**src/rtl/seq_pkg.sv**
```systemverilog
// Shared constants for the serial command sequencer
package seq_pkg;
    localparam int          BYTE_W         = 8;
    localparam int          CNT_W          = 16;
    localparam int          RESULT_W       = 24;
    localparam int          REG_COUNT      = 5;
    localparam logic [7:0]  SYNC_BYTE      = 8'h55;
    localparam logic [7:0]  CMD_RESET      = 8'h06;
    localparam logic [7:0]  CMD_START      = 8'h08;
    localparam logic [7:0]  CMD_SLEEP      = 8'h02;
    localparam logic [7:0]  CMD_READ_DATA  = 8'h10;
    localparam logic [3:0]  REG_WRITE_HI   = 4'h4;
    localparam logic [3:0]  REG_READ_HI    = 4'h2;
    localparam int          ADDR_LSB       = 1;
    localparam int          ADDR_MSB       = 3;
    localparam logic [2:0]  RESULT_BYTES   = 3'h3;
    // Falling edges of the sync byte span eight bit times between first and fifth
    localparam logic [2:0]  SYNC_EDGES     = 3'h5;
    localparam int          SYNC_SHIFT     = 3;
    localparam logic [15:0] MIN_PERIOD     = 16'h0004;
    localparam logic [15:0] RESET_PERIOD   = 16'h0010;
    localparam logic [3:0]  FRAME_BITS     = 4'h9;
    localparam int          POWER_UP_US    = 50;
    localparam int          CLK_MHZ        = 10;
    localparam int          POWER_UP_CYC   = POWER_UP_US * CLK_MHZ;
    // Register 0: input select, gain code, amplifier bypass
    localparam int          REG_INPUT      = 0;
    localparam int          SEL_MSB        = 7;
    localparam int          SEL_LSB        = 4;
    localparam int          GAIN_MSB       = 3;
    localparam int          GAIN_LSB       = 1;
    localparam int          BYPASS_BIT     = 0;
    localparam logic [3:0]  SEL_MID_SHORT  = 4'hE;
    localparam logic [2:0]  GAIN_MAX_BYP   = 3'h2;
    // Register 1: conversion mode
    localparam int          REG_MODE       = 1;
    localparam int          CONT_BIT       = 3;
    // Register 4: pin directions, ready select, pin levels
    localparam int          REG_PINS       = 4;
    localparam int          DIR_LSB        = 4;
    localparam int          READY_SEL_BIT  = 3;
    localparam logic [7:0]  REG_RESET      = 8'h00;
endpackage

```
**src/rtl/byte_fifo2.sv**
```systemverilog
// Two-entry buffer with valid/ready on both sides
module byte_fifo2 #(
    parameter int W = 8
) (
    input  wire logic         clk,
    input  wire logic         rst,
    input  wire logic         in_valid,
    output logic              in_ready,
    input  wire logic [W-1:0] in_data,
    output logic              out_valid,
    input  wire logic         out_ready,
    output logic      [W-1:0] out_data
);
    logic [W-1:0] mem_ff [0:1];
    logic [W-1:0] nxt_mem [0:1];
    logic         wr_ff, rd_ff, nxt_wr, nxt_rd;
    logic [1:0]   fill_ff, nxt_fill;
    logic         push, pop;

    assign in_ready  = (fill_ff != 2'h2);
    assign out_valid = (fill_ff != 2'h0);
    assign out_data  = mem_ff[rd_ff];

    always_comb begin
        push     = in_valid && in_ready;
        pop      = out_valid && out_ready;
        nxt_mem  = mem_ff;
        nxt_wr   = wr_ff;
        nxt_rd   = rd_ff;
        nxt_fill = fill_ff;
        if (push) begin
            nxt_mem[wr_ff] = in_data;
            nxt_wr         = ~wr_ff;
        end
        if (pop) begin
            nxt_rd = ~rd_ff;
        end
        if (push && !pop) begin
            nxt_fill = fill_ff + 2'h1;
        end else if (pop && !push) begin
            nxt_fill = fill_ff - 2'h1;
        end
    end

    always_ff @(posedge clk) begin
        if (rst) begin
            mem_ff[0] <= '0;
            mem_ff[1] <= '0;
            wr_ff     <= 1'b0;
            rd_ff     <= 1'b0;
            fill_ff   <= 2'h0;
        end else begin
            mem_ff  <= nxt_mem;
            wr_ff   <= nxt_wr;
            rd_ff   <= nxt_rd;
            fill_ff <= nxt_fill;
        end
    end
endmodule

```
**src/rtl/uart_adc_command_sequencer.sv**
```systemverilog
// Serial command layer of the measurement converter
module uart_adc_command_sequencer (
    input  wire logic        CLK_SYS,
    input  wire logic        RST,
    input  wire logic        RESET_N_PIN,
    input  wire logic        RX,
    output logic             TX,
    input  wire logic        CONV_DONE,
    input  wire logic [23:0] CONV_DATA,
    output logic             CONV_RUN,
    output logic             LOW_POWER,
    output logic      [3:0]  INPUT_SELECT,
    output logic      [2:0]  GAIN_CODE,
    output logic             AMP_BYPASS,
    output logic             MID_SHORT,
    input  wire logic        GENERAL_PIN_0_IN,
    output logic             GENERAL_PIN_0_OUT,
    output logic             GENERAL_PIN_0_OE_N,
    input  wire logic        GENERAL_PIN_1_IN,
    output logic             GENERAL_PIN_1_OUT,
    output logic             GENERAL_PIN_1_OE_N,
    input  wire logic        SHARED_IO_READY_PIN_IN,
    output logic             SHARED_IO_READY_PIN_OUT,
    output logic             SHARED_IO_READY_PIN_OE_N
);
    typedef enum logic [4:0] {
        X_IDLE = 5'h01, X_START = 5'h02, X_DATA = 5'h04, X_STOP = 5'h08, X_END = 5'h10
    } rx_state_t;
    typedef enum logic [2:0] {
        P_SYNC = 3'h1, P_CMD = 3'h2, P_WDATA = 3'h4
    } proto_state_t;
    typedef enum logic [1:0] {
        T_IDLE = 2'h1, T_SHIFT = 2'h2
    } tx_state_t;

    // Pin synchronisers: bit 0 rx, 1 reset, 2..4 general pins
    logic [4:0]  sync_a_ff, sync_b_ff;
    logic        rx_s, reset_n_s, core_rst;
    logic [2:0]  pin_s;

    always_ff @(posedge CLK_SYS) begin
        if (RST) begin
            sync_a_ff <= 5'h1F;
            sync_b_ff <= 5'h1F;
        end else begin
            sync_a_ff <= {SHARED_IO_READY_PIN_IN, GENERAL_PIN_1_IN, GENERAL_PIN_0_IN,
                          RESET_N_PIN, RX};
            sync_b_ff <= sync_a_ff;
        end
    end

    assign rx_s      = sync_b_ff[0];
    assign reset_n_s = sync_b_ff[1];
    assign pin_s     = sync_b_ff[4:2];

    // Soft reset covers the pin and the reset command alike
    logic soft_rst_ff, nxt_soft_rst;
    assign core_rst = RST || !reset_n_s || soft_rst_ff;

    // Receive framing and baud measurement
    rx_state_t    xstate_ff, nxt_xstate;
    proto_state_t pstate_ff, nxt_pstate;
    logic [15:0]  cnt_ff, nxt_cnt, period_ff, nxt_period;
    logic [2:0]   edges_ff, nxt_edges, bitn_ff, nxt_bitn;
    logic [7:0]   shift_ff, nxt_shift, byte_ff, nxt_byte;
    logic         rx_prev_ff, byte_pls_ff, nxt_byte_pls, sync_pls_ff, nxt_sync_pls;
    logic         fall, hunting;

    always_comb begin
        fall         = rx_prev_ff && !rx_s;
        hunting      = (pstate_ff == P_SYNC);
        nxt_xstate   = xstate_ff;
        nxt_cnt      = cnt_ff;
        nxt_period   = period_ff;
        nxt_edges    = hunting ? edges_ff : 3'h0;
        nxt_bitn     = bitn_ff;
        nxt_shift    = shift_ff;
        nxt_byte     = byte_ff;
        nxt_byte_pls = 1'b0;
        nxt_sync_pls = 1'b0;
        case (xstate_ff)
            X_IDLE: begin
                if (hunting) begin
                    if (edges_ff != 3'h0 && cnt_ff != 16'hFFFF) begin
                        nxt_cnt = cnt_ff + 16'h0001;
                    end
                    if (fall) begin
                        if (edges_ff == 3'h0) begin
                            // Counting this cycle too keeps the span a whole eight bits
                            nxt_cnt   = 16'h0001;
                            nxt_edges = 3'h1;
                        end else if (edges_ff == seq_pkg::SYNC_EDGES - 3'h1) begin
                            nxt_edges = 3'h0;
                            if ((cnt_ff >> seq_pkg::SYNC_SHIFT) >= seq_pkg::MIN_PERIOD) begin
                                nxt_period   = cnt_ff >> seq_pkg::SYNC_SHIFT;
                                nxt_sync_pls = 1'b1;
                            end
                        end else begin
                            nxt_edges = edges_ff + 3'h1;
                        end
                    end
                end else if (fall) begin
                    nxt_cnt    = period_ff >> 1;
                    nxt_xstate = X_START;
                end
            end
            X_START: begin
                if (cnt_ff <= 16'h0001) begin
                    nxt_cnt    = period_ff;
                    nxt_bitn   = 3'h0;
                    nxt_xstate = rx_s ? X_IDLE : X_DATA;
                end else begin
                    nxt_cnt = cnt_ff - 16'h0001;
                end
            end
            X_DATA: begin
                if (cnt_ff <= 16'h0001) begin
                    nxt_shift = {rx_s, shift_ff[7:1]};
                    nxt_cnt   = period_ff;
                    nxt_bitn  = bitn_ff + 3'h1;
                    if (bitn_ff == 3'h7) begin
                        nxt_xstate = X_STOP;
                    end
                end else begin
                    nxt_cnt = cnt_ff - 16'h0001;
                end
            end
            X_STOP: begin
                if (cnt_ff <= 16'h0001) begin
                    // Broken stop bit drops the byte, no parity to check
                    // Two cycles short, so sync hunt is armed for a back-to-back start bit
                    nxt_cnt    = (period_ff >> 1) - 16'h0002;
                    nxt_xstate = rx_s ? X_END : X_IDLE;
                end else begin
                    nxt_cnt = cnt_ff - 16'h0001;
                end
            end
            X_END: begin
                // Reports as the stop bit ends at the pin; the synchroniser lags by two
                if (cnt_ff <= 16'h0001) begin
                    nxt_byte_pls = 1'b1;
                    nxt_byte     = shift_ff;
                    nxt_xstate   = X_IDLE;
                end else begin
                    nxt_cnt = cnt_ff - 16'h0001;
                end
            end
            default: nxt_xstate = X_IDLE;
        endcase
    end

    always_ff @(posedge CLK_SYS) begin
        if (core_rst) begin
            xstate_ff   <= X_IDLE;
            cnt_ff      <= 16'h0000;
            period_ff   <= seq_pkg::RESET_PERIOD;
            edges_ff    <= 3'h0;
            bitn_ff     <= 3'h0;
            shift_ff    <= 8'h00;
            byte_ff     <= 8'h00;
            rx_prev_ff  <= 1'b1;
            byte_pls_ff <= 1'b0;
            sync_pls_ff <= 1'b0;
        end else begin
            xstate_ff   <= nxt_xstate;
            cnt_ff      <= nxt_cnt;
            period_ff   <= nxt_period;
            edges_ff    <= nxt_edges;
            bitn_ff     <= nxt_bitn;
            shift_ff    <= nxt_shift;
            byte_ff     <= nxt_byte;
            rx_prev_ff  <= rx_s;
            byte_pls_ff <= nxt_byte_pls;
            sync_pls_ff <= nxt_sync_pls;
        end
    end

    // Command decode, configuration and conversion control
    logic [7:0]  cfg_ff [0:4];
    logic [7:0]  nxt_cfg [0:4];
    logic [2:0]  waddr_ff, nxt_waddr, addr;
    logic [23:0] result_ff, nxt_result, ld_word;
    logic [1:0]  ld_len;
    logic        run_ff, nxt_run, single_ff, nxt_single, sleep_ff, nxt_sleep;
    logic        ready_n_ff, nxt_ready_n;
    logic [7:0]  rd_val;

    always_comb begin
        addr        = byte_ff[seq_pkg::ADDR_MSB:seq_pkg::ADDR_LSB];
        nxt_pstate  = pstate_ff;
        nxt_cfg     = cfg_ff;
        nxt_waddr   = waddr_ff;
        nxt_result  = result_ff;
        nxt_run     = run_ff;
        nxt_single  = single_ff;
        nxt_sleep   = sleep_ff;
        nxt_ready_n = ready_n_ff;
        nxt_soft_rst = 1'b0;
        ld_len      = 2'h0;
        ld_word     = 24'h000000;
        rd_val      = cfg_ff[addr];
        if (addr == 3'(seq_pkg::REG_PINS)) begin
            // Input pins read back their live level
            rd_val[2:0] = (cfg_ff[addr][6:4] & cfg_ff[addr][2:0]) | (~cfg_ff[addr][6:4] & pin_s);
        end
        case (pstate_ff)
            P_SYNC: begin
                if (sync_pls_ff) begin
                    nxt_pstate = P_CMD;
                end
            end
            P_CMD: begin
                if (byte_pls_ff) begin
                    nxt_pstate = P_SYNC;
                    if (byte_ff == seq_pkg::CMD_RESET) begin
                        nxt_soft_rst = 1'b1;
                    end else if (byte_ff == seq_pkg::CMD_START) begin
                        nxt_run    = 1'b1;
                        nxt_single = !cfg_ff[seq_pkg::REG_MODE][seq_pkg::CONT_BIT];
                        nxt_sleep  = 1'b0;
                    end else if (byte_ff == seq_pkg::CMD_SLEEP) begin
                        nxt_run   = 1'b0;
                        nxt_sleep = 1'b1;
                    end else if (byte_ff == seq_pkg::CMD_READ_DATA) begin
                        ld_len      = 2'(seq_pkg::RESULT_BYTES);
                        ld_word     = result_ff;
                        nxt_ready_n = 1'b1;
                    end else if (byte_ff[7:4] == seq_pkg::REG_WRITE_HI
                                 && addr < 3'(seq_pkg::REG_COUNT)) begin
                        nxt_waddr  = addr;
                        nxt_pstate = P_WDATA;
                    end else if (byte_ff[7:4] == seq_pkg::REG_READ_HI
                                 && addr < 3'(seq_pkg::REG_COUNT)) begin
                        ld_len  = 2'h1;
                        ld_word = {rd_val, 16'h0000};
                    end
                end
            end
            P_WDATA: begin
                if (byte_pls_ff) begin
                    nxt_cfg[waddr_ff] = byte_ff;
                    nxt_pstate        = P_SYNC;
                end
            end
            default: nxt_pstate = P_SYNC;
        endcase
        // New result wins over a same-cycle read that clears the flag
        if (CONV_DONE && run_ff) begin
            nxt_result  = CONV_DATA;
            nxt_ready_n = 1'b0;
            if (single_ff) begin
                nxt_run = 1'b0;
            end
        end
    end

    always_ff @(posedge CLK_SYS) begin
        if (core_rst) begin
            pstate_ff   <= P_SYNC;
            for (int i = 0; i < seq_pkg::REG_COUNT; i++) begin
                cfg_ff[i] <= seq_pkg::REG_RESET;
            end
            waddr_ff    <= 3'h0;
            result_ff   <= 24'h000000;
            run_ff      <= 1'b0;
            single_ff   <= 1'b0;
            sleep_ff    <= 1'b0;
            ready_n_ff  <= 1'b1;
            soft_rst_ff <= 1'b0;
        end else begin
            pstate_ff   <= nxt_pstate;
            cfg_ff      <= nxt_cfg;
            waddr_ff    <= nxt_waddr;
            result_ff   <= nxt_result;
            run_ff      <= nxt_run;
            single_ff   <= nxt_single;
            sleep_ff    <= nxt_sleep;
            ready_n_ff  <= nxt_ready_n;
            soft_rst_ff <= nxt_soft_rst;
        end
    end

    // Reply path: byte generator, buffer, serializer
    logic [1:0]  left_ff, nxt_left;
    logic [23:0] word_ff, nxt_word;
    tx_state_t   tstate_ff, nxt_tstate;
    logic [9:0]  frame_ff, nxt_frame;
    logic [15:0] tcnt_ff, nxt_tcnt;
    logic [3:0]  tbits_ff, nxt_tbits;
    logic        tx_ff, nxt_tx, fifo_in_ready, fifo_out_valid, push;
    logic [7:0]  fifo_out_data;

    byte_fifo2 #(.W(seq_pkg::BYTE_W)) reply_buf (
        .clk       (CLK_SYS),
        .rst       (core_rst),
        .in_valid  (push),
        .in_ready  (fifo_in_ready),
        .in_data   (word_ff[23:16]),
        .out_valid (fifo_out_valid),
        .out_ready (tstate_ff == T_IDLE),
        .out_data  (fifo_out_data)
    );

    always_comb begin
        push       = (left_ff != 2'h0);
        nxt_left   = left_ff;
        nxt_word   = word_ff;
        nxt_tstate = tstate_ff;
        nxt_frame  = frame_ff;
        nxt_tcnt   = tcnt_ff;
        nxt_tbits  = tbits_ff;
        nxt_tx     = tx_ff;
        // A full buffer holds the generator, so no reply byte is lost
        if (push && fifo_in_ready) begin
            nxt_left = left_ff - 2'h1;
            nxt_word = {word_ff[15:0], 8'h00};
        end
        if (ld_len != 2'h0) begin
            nxt_left = ld_len;
            nxt_word = ld_word;
        end
        case (tstate_ff)
            T_IDLE: begin
                nxt_tx = 1'b1;
                if (fifo_out_valid) begin
                    nxt_frame  = {1'b1, fifo_out_data, 1'b0};
                    nxt_tx     = 1'b0;
                    nxt_tcnt   = period_ff;
                    nxt_tbits  = seq_pkg::FRAME_BITS;
                    nxt_tstate = T_SHIFT;
                end
            end
            T_SHIFT: begin
                if (tcnt_ff <= 16'h0001) begin
                    nxt_tcnt = period_ff;
                    if (tbits_ff == 4'h0) begin
                        nxt_tstate = T_IDLE;
                    end else begin
                        nxt_frame = {1'b1, frame_ff[9:1]};
                        nxt_tx    = frame_ff[1];
                        nxt_tbits = tbits_ff - 4'h1;
                    end
                end else begin
                    nxt_tcnt = tcnt_ff - 16'h0001;
                end
            end
            default: nxt_tstate = T_IDLE;
        endcase
    end

    always_ff @(posedge CLK_SYS) begin
        if (core_rst) begin
            left_ff   <= 2'h0;
            word_ff   <= 24'h000000;
            tstate_ff <= T_IDLE;
            frame_ff  <= 10'h3FF;
            tcnt_ff   <= 16'h0000;
            tbits_ff  <= 4'h0;
            tx_ff     <= 1'b1;
        end else begin
            left_ff   <= nxt_left;
            word_ff   <= nxt_word;
            tstate_ff <= nxt_tstate;
            frame_ff  <= nxt_frame;
            tcnt_ff   <= nxt_tcnt;
            tbits_ff  <= nxt_tbits;
            tx_ff     <= nxt_tx;
        end
    end

    // Registered outputs
    logic [7:0] r0, r4;
    logic [2:0] pin_out, pin_oe_n;

    always_comb begin
        r0       = cfg_ff[seq_pkg::REG_INPUT];
        r4       = cfg_ff[seq_pkg::REG_PINS];
        pin_oe_n = ~r4[6:4];
        pin_out  = r4[2:0];
        if (r4[seq_pkg::READY_SEL_BIT]) begin
            pin_out[2] = ready_n_ff;
        end
    end

    always_ff @(posedge CLK_SYS) begin
        if (core_rst) begin
            TX                       <= 1'b1;
            CONV_RUN                 <= 1'b0;
            LOW_POWER                <= 1'b0;
            INPUT_SELECT             <= 4'h0;
            GAIN_CODE                <= 3'h0;
            AMP_BYPASS               <= 1'b0;
            MID_SHORT                <= 1'b0;
            {SHARED_IO_READY_PIN_OUT, GENERAL_PIN_1_OUT, GENERAL_PIN_0_OUT} <= 3'h0;
            {SHARED_IO_READY_PIN_OE_N, GENERAL_PIN_1_OE_N, GENERAL_PIN_0_OE_N} <= 3'h7;
        end else begin
            TX           <= tx_ff;
            CONV_RUN     <= run_ff;
            LOW_POWER    <= sleep_ff;
            INPUT_SELECT <= r0[seq_pkg::SEL_MSB:seq_pkg::SEL_LSB];
            GAIN_CODE    <= r0[seq_pkg::GAIN_MSB:seq_pkg::GAIN_LSB];
            // Higher gains force the amplifier back in
            AMP_BYPASS   <= r0[seq_pkg::BYPASS_BIT]
                            && r0[seq_pkg::GAIN_MSB:seq_pkg::GAIN_LSB] <= seq_pkg::GAIN_MAX_BYP;
            MID_SHORT    <= r0[seq_pkg::SEL_MSB:seq_pkg::SEL_LSB] == seq_pkg::SEL_MID_SHORT;
            {SHARED_IO_READY_PIN_OUT, GENERAL_PIN_1_OUT, GENERAL_PIN_0_OUT} <= pin_out;
            {SHARED_IO_READY_PIN_OE_N, GENERAL_PIN_1_OE_N, GENERAL_PIN_0_OE_N} <= pin_oe_n;
        end
    end
endmodule

```
**config.mk**
```make
export PLATFORM = sky130hd
export DESIGN_NAME = uart_adc_command_sequencer
export DESIGN_NICKNAME = d
export VERILOG_FILES = /design/src/rtl/seq_pkg.sv /design/src/rtl/byte_fifo2.sv /design/src/rtl/uart_adc_command_sequencer.sv
export SDC_FILE = /design/constraint.sdc
export NUM_CORES = 1
export LEC_CHECK = 0
export BUFFER_PORTS_ARGS = -buffer_cell sky130_fd_sc_hd__buf_2
export CORE_MARGIN = 2
export CORE_UTILIZATION = 42
export DETAILED_ROUTE_END_ITERATION = 8
export PLACE_DENSITY = 0.56
export REMOVE_ABC_BUFFERS = 1
export SLEW_MARGIN = 20
export SYNTH_ARGS = -nofsm -noshare
export SYNTH_HDL_FRONTEND = slang
export SYNTH_SLANG_ARGS = --single-unit
```
**constraint.sdc**
```tcl
create_clock -name CLK_SYS -period 3.5 [get_ports CLK_SYS]
set_input_delay 0.175 -clock CLK_SYS [delete_from_list [all_inputs] [get_ports CLK_SYS]]
set_output_delay 0.175 -clock CLK_SYS [all_outputs]
set_load 0.1 [all_outputs]
```
Yosys cells after proc, flatten, opt, wreduce, memory -nomap -nowiden
Cells that the tools add are included.

Register bits: 241. Input bits: 32. Output and inout bits: 18. Word-level logic and storage cells: 300.

Add/subtract/negate cells: 10. Order comparisons: 11. Eq/ne operators: 41. Multiplexer cells: 111. Bitwise gates (word level): 23. Reduce and logical (&&, ||, !) cells: 54.

Operators by type and width (count): $mux W24 (10); $mux W16 (10); $pmux W16 S4 (1); $mux W8 (7); $mux W3 (18); $bwmux W40 (1); $mux W5 (8); $le A16 B1 Y1 const B (2); $pmux W16 S2 (1); $sub A16 B1 Y16 const B (2); $mux W10 (3); $ne A2 B2 Y1 const B (15); $mux W2 (13); $mux W1 (25); $pmux W5 S5 (1); $bmux W8 S3 (1); $demux W8 S3 (1); $reduce_bool A2 Y1 (11); $pmux W10 S2 (1); $add A16 B1 Y16 const B (1); $bwmux W16 (1); $ne A16 B16 Y1 const B (1); $reduce_and A3 Y1 (5); $not A1 Y1 (14); other kinds (57) (97).

Longest topological paths before layout
Gate-level depths: netlist of the first run.

Word-level depth: 17. Mapped depth: 11. Depth with buffers taken out: 8.

Hierarchy
A second synthesis of the first run with hierarchy kept.

Cell total of the unflattened synthesis: 1427. Area total of the unflattened synthesis: 11696.2 µm².

By module, submodules not included: uart_adc_command_sequencer (instances 1, cells each 1326, area each 10739.0 µm², seq. area each 4384.2 µm²); byte_fifo2 (instances 1, cells each 101, area each 957.2 µm², seq. area each 400.4 µm²).

Worst setup path before layout of the first run
Ideal clock, no wire load.

Path type: register -> register. From: register cnt_ff[6]. To: register cnt_ff[4]. Library setup time: 126 ps. Data arrival time: 2417 ps. Data required time: 3374 ps. Path slack: 957 ps. Stages on the path, launching flop included: 11. Path buffers: 4. Period minus slack after synthesis: 2543 ps. Cell sequence: dfxtp_1 -> buf_6 -> or4_4 -> buf_6 -> or4_4 -> buf_6 -> o22ai_2 -> buf_4 -> a22oi_4 -> a2111oi_4 -> a21oi_2.

Word-level cells in the longest chain between the ends: 7. Elaborated cells on any way between the ends: 12. Classes of those cells: order compare (1); eq/ne (2); mux (7); reduce/logical (2).

RTL lines: from (decl) (RTL line uart_adc_command_sequencer.sv:63) `logic [15:0] cnt_ff, nxt_cnt, period_ff, nxt_period;`; from (signal assigned) (RTL line uart_adc_command_sequencer.sv:166) `cnt_ff <= nxt_cnt;`; $ne A16 B16 Y1 (RTL line uart_adc_command_sequencer.sv:84) `if (edges_ff != 3'h0 && cnt_ff != 16'hFFFF) begin`; $logic_and A1 B1 Y1 (RTL line uart_adc_command_sequencer.sv:84); $mux W16 (RTL line uart_adc_command_sequencer.sv:84); $mux W16 (RTL line uart_adc_command_sequencer.sv:88) `if (edges_ff == 3'h0) begin`; $mux W16 (RTL line uart_adc_command_sequencer.sv:87) `if (fall) begin`; $mux W16 (RTL line uart_adc_command_sequencer.sv:83) `if (hunting) begin`; $pmux W16 S4 (RTL line uart_adc_command_sequencer.sv:81) `case (xstate_ff)`.

Several ways; a longest one is shown, not always the timed one. A chain may end at the register's enable or synchronous reset.

Worst setup path in the final report of the first run
From: register xstate_ff[0]. To: register cnt_ff[3].

Word-level cells in the longest chain between the ends: 4. Elaborated cells on any way between the ends: 11. Classes of those cells: eq/ne (7); mux (1); reduce/logical (3).

RTL lines: from (decl) (RTL line uart_adc_command_sequencer.sv:61) `rx_state_t xstate_ff, nxt_xstate;`; from (signal assigned) (RTL line uart_adc_command_sequencer.sv:165) `xstate_ff <= nxt_xstate;`; $eq A5 B3 Y1 or $eq A5 B2 Y1 (tied branches) (RTL line uart_adc_command_sequencer.sv:81); $reduce_or A2 Y1 (no line); $reduce_bool A4 Y1 (no line); $reduce_and A3 Y1 (no line).

Several ways; a longest one is shown, not always the timed one.

==> results.yml, run 1 <==
power:
  pwr-share-comb_pct: 4.5
  power.switching_w: 0.00134
  pwr-share-seq_pct: 45.6
  pwr-share-clk_pct: 49.9
  peakVddDrop_mv: 0.378
  p_int_w: 0.00467
  leakagePower_nw: 4.87
  switching_share_pct: 22.3
  p_per_area_nw_per_um2: 448
worst_hold_path:
  hp-class: "in -> reg"
timing:
  hold_viol: 0
  period_minus_slack_ps: 2950
  rsz0062_at_grt: "false"
  worst_pin_slew_ps: 943
  skew_ps: 38.7
  max_freq_mhz: 340
  setup_viol: 0
  drv_slew: 0
  finalSetupTns_ps: 0
  slew_headroom_pct: 36.6
  period_share_pct: 84.1
  whs_ps: 395
clock_network:
  root_buffer: "clkbuf_16"
  clk_pin_slew_ps: 60
  cts_tree: "done"
  clk_latency_ps: 570
  clock-sinks: 239
  cts_buffers: 28
  cts_max_path_buffers: 3
  h-tree-depth: 1
  cts_setup_buffers: 0
placement:
  port_buffers: 49
  hpwlAfterDp_um: 21400
  gp_congestion: 0.867
  placed_cell_area_um2: 12100
  dp.cells: 1739
final_layout:
  fill_cells: 2613
  nets: 1509
  synthToLayoutAreaGrowth_pct: 16.7
  diodes: 0
  final_area_um2: 13400
  layout-drive-gt1-share_pct: 12.6
  final_util_pct: 49.9
  multi_input_comb_area_um2: 6170
  final_cells: 1824
  regArea_um2: 4780
logic_synthesis:
  seq_area_frac_synth_pct: 41.7
  synth-compound-area-share_pct: 18.2
  synthFlopType: "dfxtp_1"
  yosys.area_share.adder_pct: 1.53
  netlist_area_um2: 11500
  yosys_warnings: 0
  synthArstFlopShare_pct: 0
  ys_seq_elements: 239
  yosys.area_share.simple_pct: 24.1
  synth_top_family_by_area: "simple AND/OR/NAND/NOR gates"
  yosysUniqueCellTypes: 80
  avgSynthCellArea_um2: 8.11
  syn_inst: 1415
  synth_mux_area_share_pct: 7.32
  synth_edf_count: 0
  synthXorXnorAreaFrac_pct: 2.37
floorplanning:
  ios: 50
  dieArea_um2: 28700
  die_h_um: 169
  die-width_um: 169
  placementRows: 60
  core_region_area_um2: 26900
  start_util_pct: 42.7
run_status:
  status: "finished clean"
global_routing:
  grt_pass1_wl_um: 52300
  overflow: 0
  grt_max_degree: 61
  grt_pass1_vias: 9688
  antenna_found_initial: 0
  track_usage_pct: 22.3
drt:
  via_per_inst: 5.59
  drt_wl_total_um: 31900
  wl_per_cell_um: 17.5
  dr.first_iter.drc_count: 652
  dr.pass1.iters: 5
  num_vias: 10200
  ant_nets: 0
  drc: 0
worst_setup_path:
  max_stage_delay_ps: 680
  cp-start-kind: "flop"
  cp_max_fo: 18
  arrival_ps: 3370
  crit_path_end_kind: "flop"
  crit_chain: "or4b_2 > a211o_1 > and4_1 > nor2_2 > o21ai_0 > a32o_1"
  critPathKind: "reg -> reg"
  crit_slowest_cell: "or4b_2"
  required_ps: 3930
  r2r_slack_ps: 550
job:
  cap_violations: 0
[state kept, by name (all words and copies together), names as in the netlist, 4 cells and up]
name,count
r4,8
result_ff,24
xstate_ff,5
word_ff,24
sync_b_ff,5
period_ff,13
tcnt_ff,16
frame_ff,8
r0,8
sync_a_ff,5
tbits_ff,4
reply_buf.mem_ff,16
cnt_ff,16
shift_ff,8
INPUT_SELECT,4
cfg_ff,24
byte_ff,8
[worst max-delay path: cells and delay by family (launching register included)]
family	cells	cell delay (ps)
AO/OA/AOI/OAI	3	760
flip-flops	1	430
AND/OR/NAND/NOR	3	1620
[routing by layer]
metal | vias up | global-route usage (%) | wire (µm)
li1 | 5098 | - | -
met1 | 4777 | 31.8 | 15200
met2 | 265 | 35.8 | 14500
met3 | 52 | 2.45 | 1420
met4 | 0 | 5.69 | 709
met5 | - | 0 | 0
[final timing paths]
kind	from	end	cells after the start
worst min-delay path	CONV_DATA[4]	result_ff[4]	4
worst min register to register	sync_a_ff[1]	sync_b_ff[1]	1
worst max-delay path	xstate_ff[0]	cnt_ff[3]	6
worst max register to register	xstate_ff[0]	cnt_ff[3]	6
[synth_stat cells, drive strengths merged (17+ instances only)]
cell type  count  share of area [%]
and2          19                1.0
nand3         36                1.6
buf           21                1.0
dfxtp        239                 42
mux2i         75                6.5
nor2         171                5.6
a22oi         17                1.2
nor3          51                2.4
nand2        186                6.1
inv           28               0.92
clkbuf        88                2.9
nor4          18                1.0
xor2          17                1.3
a211oi        20                1.3
o21ai         67                2.9
a21oi        139                6.1
[cell type report]
| type | instances | area share, % |
|---|---|---|
| Timing Repair Buffer | 127 | 7.04 |
| Sequential cell | 239 | 35.7 |
| Inverter | 28 | 0.784 |
| Multi-Input combinational cell | 1039 | 46.0 |
| Tap cell | 341 | 3.18 |
| Clock inverter | 8 | 0.887 |
| Clock buffer | 42 | 6.37 |
[cell usage in the layout (no fill, tap or decap), types with 16 or more instances in the layout]
cell type / Yosys / final
and2_1: 19 / 19
mux2i_1: 75 / 75
a211oi_1: 20 / 20
nor3_1: 48 / 48
xor2_1: 17 / 17
nor4_1: 17 / 16
inv_1: 27 / 27
nor2_1: 170 / 170
a22oi_1: 16 / 16
buf_2: 9 / 49
buf_4: 1 / 41
o21ai_0: 59 / 59
dlygate4sd3_1: 0 / 35
dfxtp_1: 239 / 239
nand3_1: 36 / 36
a21oi_1: 138 / 138
nand2_1: 185 / 185
clkbuf_16: 0 / 28
[logic make-up after synthesis]
| kind of cell | after synthesis |
|---|---|
| AO/OA/AOI/OAI | 332 |
| buffers and inverters | 137 |
| adder cells (fa/ha/maj) | 14 |
| multiplexers | 81 |
| XOR/XNOR | 31 |
| flip-flops | 239 |
| AND/OR/NAND/NOR | 581 |
[power groups by stage]
stage | sequential [W] | combinational (W) | clock [W]
after floorplan | 0.00280 | 0.000146 | 0
after global placement | 0.00280 | 0.000239 | 0
after detailed placement | 0.00280 | 0.000237 | 0
after CTS | 0.00274 | 0.000267 | 0.00306
after global routing | 0.00274 | 0.000297 | 0.00319
final | 0.00274 | 0.000271 | 0.00300
[per-stage QoR]
stage                     total power, W  setup slack [ps]
after floorplan                  0.00294             -59.7
after global placement           0.00304               646
after detailed placement         0.00304               626
after CTS                        0.00607               585
after global routing             0.00622               328
final                            0.00601               555
[timing repair]
item | 4_1_cts | 5_1_grt
resized for setup | 0 | 0
hold buffers | 35 | 0
hold endpoints to repair | 34 | 0
setup endpoints to repair | 0 | 0
(Power assumes the default switching activity.)
==> run 2, diff against run 1 <==
Settings changed: ABC_AREA set to 1.
Clock period 3.5 ns to 2.8 ns, I/O delays scaled along.
==> run 2 against run 1 <==
Against the previous run: core utilization shrank 0.73 points; first-iteration DRC count is 35% higher; power increased by 120%; global-route usage is 0.91 points lower; register-to-register slack worse by 170 ps; design area increased by 2.1%; clock-buffer cell count fell by 3; cell count grew 17%; via count up 7.9%; hold slack worse by 230 ps; critical path depth up 7; sequential power rose by 53%; critical path type unchanged; largest power group is now combinational cells.
==> results.yml, run 2 <==
final_layout:
  final_area_um2: 13700
  final_common_cell: "nand2_1"
  reg.largest.list: "cfg_ff: 24 flops, result_ff: 24 flops, word_ff: 24 flops"
  layout-drive-gt1-share_pct: 11.1
  nets: 1784
  regArea_um2: 4780
  fill_cells: 2806
  multi_input_comb_area_um2: 6000
  diodes: 0
  final_cells: 2136
  mostFrequentLayoutCells: "nand2_1, dfxtp_1, a21oi_1, nor2_1, inv_1"
  synthToLayoutAreaGrowth_pct: 15.2
worst_setup_path:
  arrival_ps: 2860
  cp-start-kind: "flop"
  cp_max_fo: 18
  timing.rr.start: "cnt_ff[0]"
  critPathKind: "reg -> reg"
  crit_path_end_kind: "flop"
  required_ps: 3240
  crit_start: "cnt_ff[0]"
clock_network:
  clock-sinks: 239
  clk_pin_slew_ps: 60
  cts_tree: "done"
  cts_setup_buffers: 0
  cts_buffers: 28
  h-tree-depth: 1
  root_buffer: "clkbuf_16"
  clk_latency_ps: 540
  cts_max_path_buffers: 3
logic_synthesis:
  synth_top_family_by_area: "simple AND/OR/NAND/NOR gates"
  yosys.area_share.simple_pct: 27.2
  synth_most_common_cell: "nand2_1"
  yosys.area_share.adder_pct: 1.47
  synth_commonest_cells: "nand2_1, dfxtp_1, a21oi_1"
  synthFlopType: "dfxtp_1"
  synth_top_area_share_pct: 40.3
  synthArstFlopShare_pct: 0
  yosysUniqueCellTypes: 53
  syn_inst: 1679
  netlist_area_um2: 11900
  yosys_warnings: 0
  synth_top_area_cell: "dfxtp_1"
  synthTopCellsByArea: "dfxtp_1, nand2_1, a21oi_1"
  avgSynthCellArea_um2: 7.08
  seq_area_frac_synth_pct: 40.3
  synth_edf_count: 0
  synth-compound-area-share_pct: 19.6
  synthXorXnorAreaFrac_pct: 2.21
  synth_mux_area_share_pct: 0
  ys_seq_elements: 239
timing:
  setup_viol: 0
  rsz0062_at_grt: "false"
  skew_ps: 19.6
  slew_headroom_pct: 45.1
  period_minus_slack_ps: 2420
  period_share_pct: 86.3
  drv_slew: 0
  whs_ps: 168
  hold_viol: 0
  max_freq_mhz: 414
  worst_pin_slew_ps: 815
power:
  p_total_w: 0.0130
  p_per_area_nw_per_um2: 949
  peakVddDrop_mv: 0.534
  leakagePower_nw: 5.62
placement:
  port_buffers: 49
  gp_congestion: 0.928
  placed_cell_area_um2: 12400
  dp.cells: 2051
  hpwlAfterDp_um: 21900
global_routing:
  grt_pass1_wl_um: 51500
  antenna_found_initial: 0
  overflow: 0
  track_usage_pct: 21.3
  grt_max_degree: 126
  grt_pass1_vias: 10000
drt:
  dr.pass1.iters: 5
  drc: 0
  drt_wl_total_um: 31600
  wl_per_cell_um: 14.8
  via_per_inst: 5.15
  dr.first_iter.drc_count: 878
  num_vias: 11000
  ant_nets: 0
run_status:
  status: "finished clean"
floorplanning:
  dieArea_um2: 29700
  ios: 50
  placementRows: 61
  die_h_um: 172
  die-width_um: 172
  start_util_pct: 42.7
  core_region_area_um2: 27900
worst_hold_path:
  hp-class: "in -> reg"
  hold_start: "CONV_DONE"
job:
  cap_violations: 0
==> run 2: cell count changes in the layout (fill, tap and decap cells not counted), moves of 13 or more <==
| cell | before | now |
|---|---|---|
| mux2i_1 | 75 | 0 |
| o21ai_1 | 8 | 23 |
| o211ai_1 | 6 | 29 |
| a22oi_1 | 16 | 1 |
| nand3_1 | 36 | 101 |
| inv_1 | 27 | 165 |
| buf_4 | 41 | 20 |
| nor3_1 | 48 | 6 |
| nor4_1 | 16 | 3 |
| and2_1 | 19 | 0 |
| a21oi_1 | 138 | 188 |
| a211oi_1 | 20 | 5 |
| nand2_1 | 185 | 342 |
| o21ai_0 | 59 | 154 |
==> run 2: timing repair <==
| item | in CTS | in global routing |
|---|---|---|
| hold buffers | 35 | 0 |
| setup endpoints to repair | 0 | 0 |
| gates resized for setup | 0 | 0 |
| hold endpoints to repair | 34 | 0 |
==> run 2: worst max-delay path, stage by stage (launching register included) <==
cell and delay [ps]:
dfxtp_1 480, inv_1 140, ha_1 290, nor2_1 210
nor2_4 80, nand3_4 100, clkinv_4 90, nand2_4 180
nand3_4 160, buf_4 230, a21oi_1 130, nand2_1 60
nor2_1 100, nor2_1 40
==> run 2: path summary, 6_finish.rpt <==
kind	endpoint	slack, ps	depth (start not counted)
setup / recovery	cnt_ff[10]	380	13
hold / removal	result_ff[19]	170	5
setup reg to reg	cnt_ff[10]	380	13
hold reg to reg	sync_b_ff[0]	410	1
==> run 2: logic make-up (layout without fill, tap and decap cells) <==
logic type	Yosys count	after routing
AOI/OAI and AO/OA	432	432
xor gates and xnor gates	30	30
adders and majority gates	14	14
buffers and inverters	259	338
DFF	239	239
and+or+nand+nor	705	705
==> run 2: routing by layer <==
layer / track usage, % / up-vias / routed length (µm)
met5: 0 / - / 0
met4: 4.38 / 0 / 554
met3: 2.66 / 42 / 1440
met2: 34.1 / 223 / 14000
met1: 30.9 / 5081 / 15600
li1: - / 5649 / -
==> run 2: metrics by stage <==
stage	setup slack, ps	setup TNS, ps	util, %
4_1_cts	391	0	49.1
5_1_grt	125	0	49.1
2_1_floorplan	-2380	-309880	-
3_3_place_gp	466	0	44.5
6_report	384	0	49.1
3_5_place_dp	393	0	44.5
==> run 2: final cells by class <==
class | count | share of cell area [%]
clock inverters | 11 | 1.02
repair buffers | 106 | 5.74
multi-input cells | 1181 | 43.8
clock buffers | 39 | 5.94
flip-flops and latches | 239 | 35.0
well taps | 378 | 3.46
inverters | 182 | 5.05
==> run 2: power by group <==
| part | switching [W] | internal, W | total [W] |
|---|---|---|---|
| Combinational | 0.00338 | 0.00170 | 0.00508 |
| Sequential | 0.000400 | 0.00378 | 0.00418 |
| Clock | 0.00143 | 0.00230 | 0.00372 |
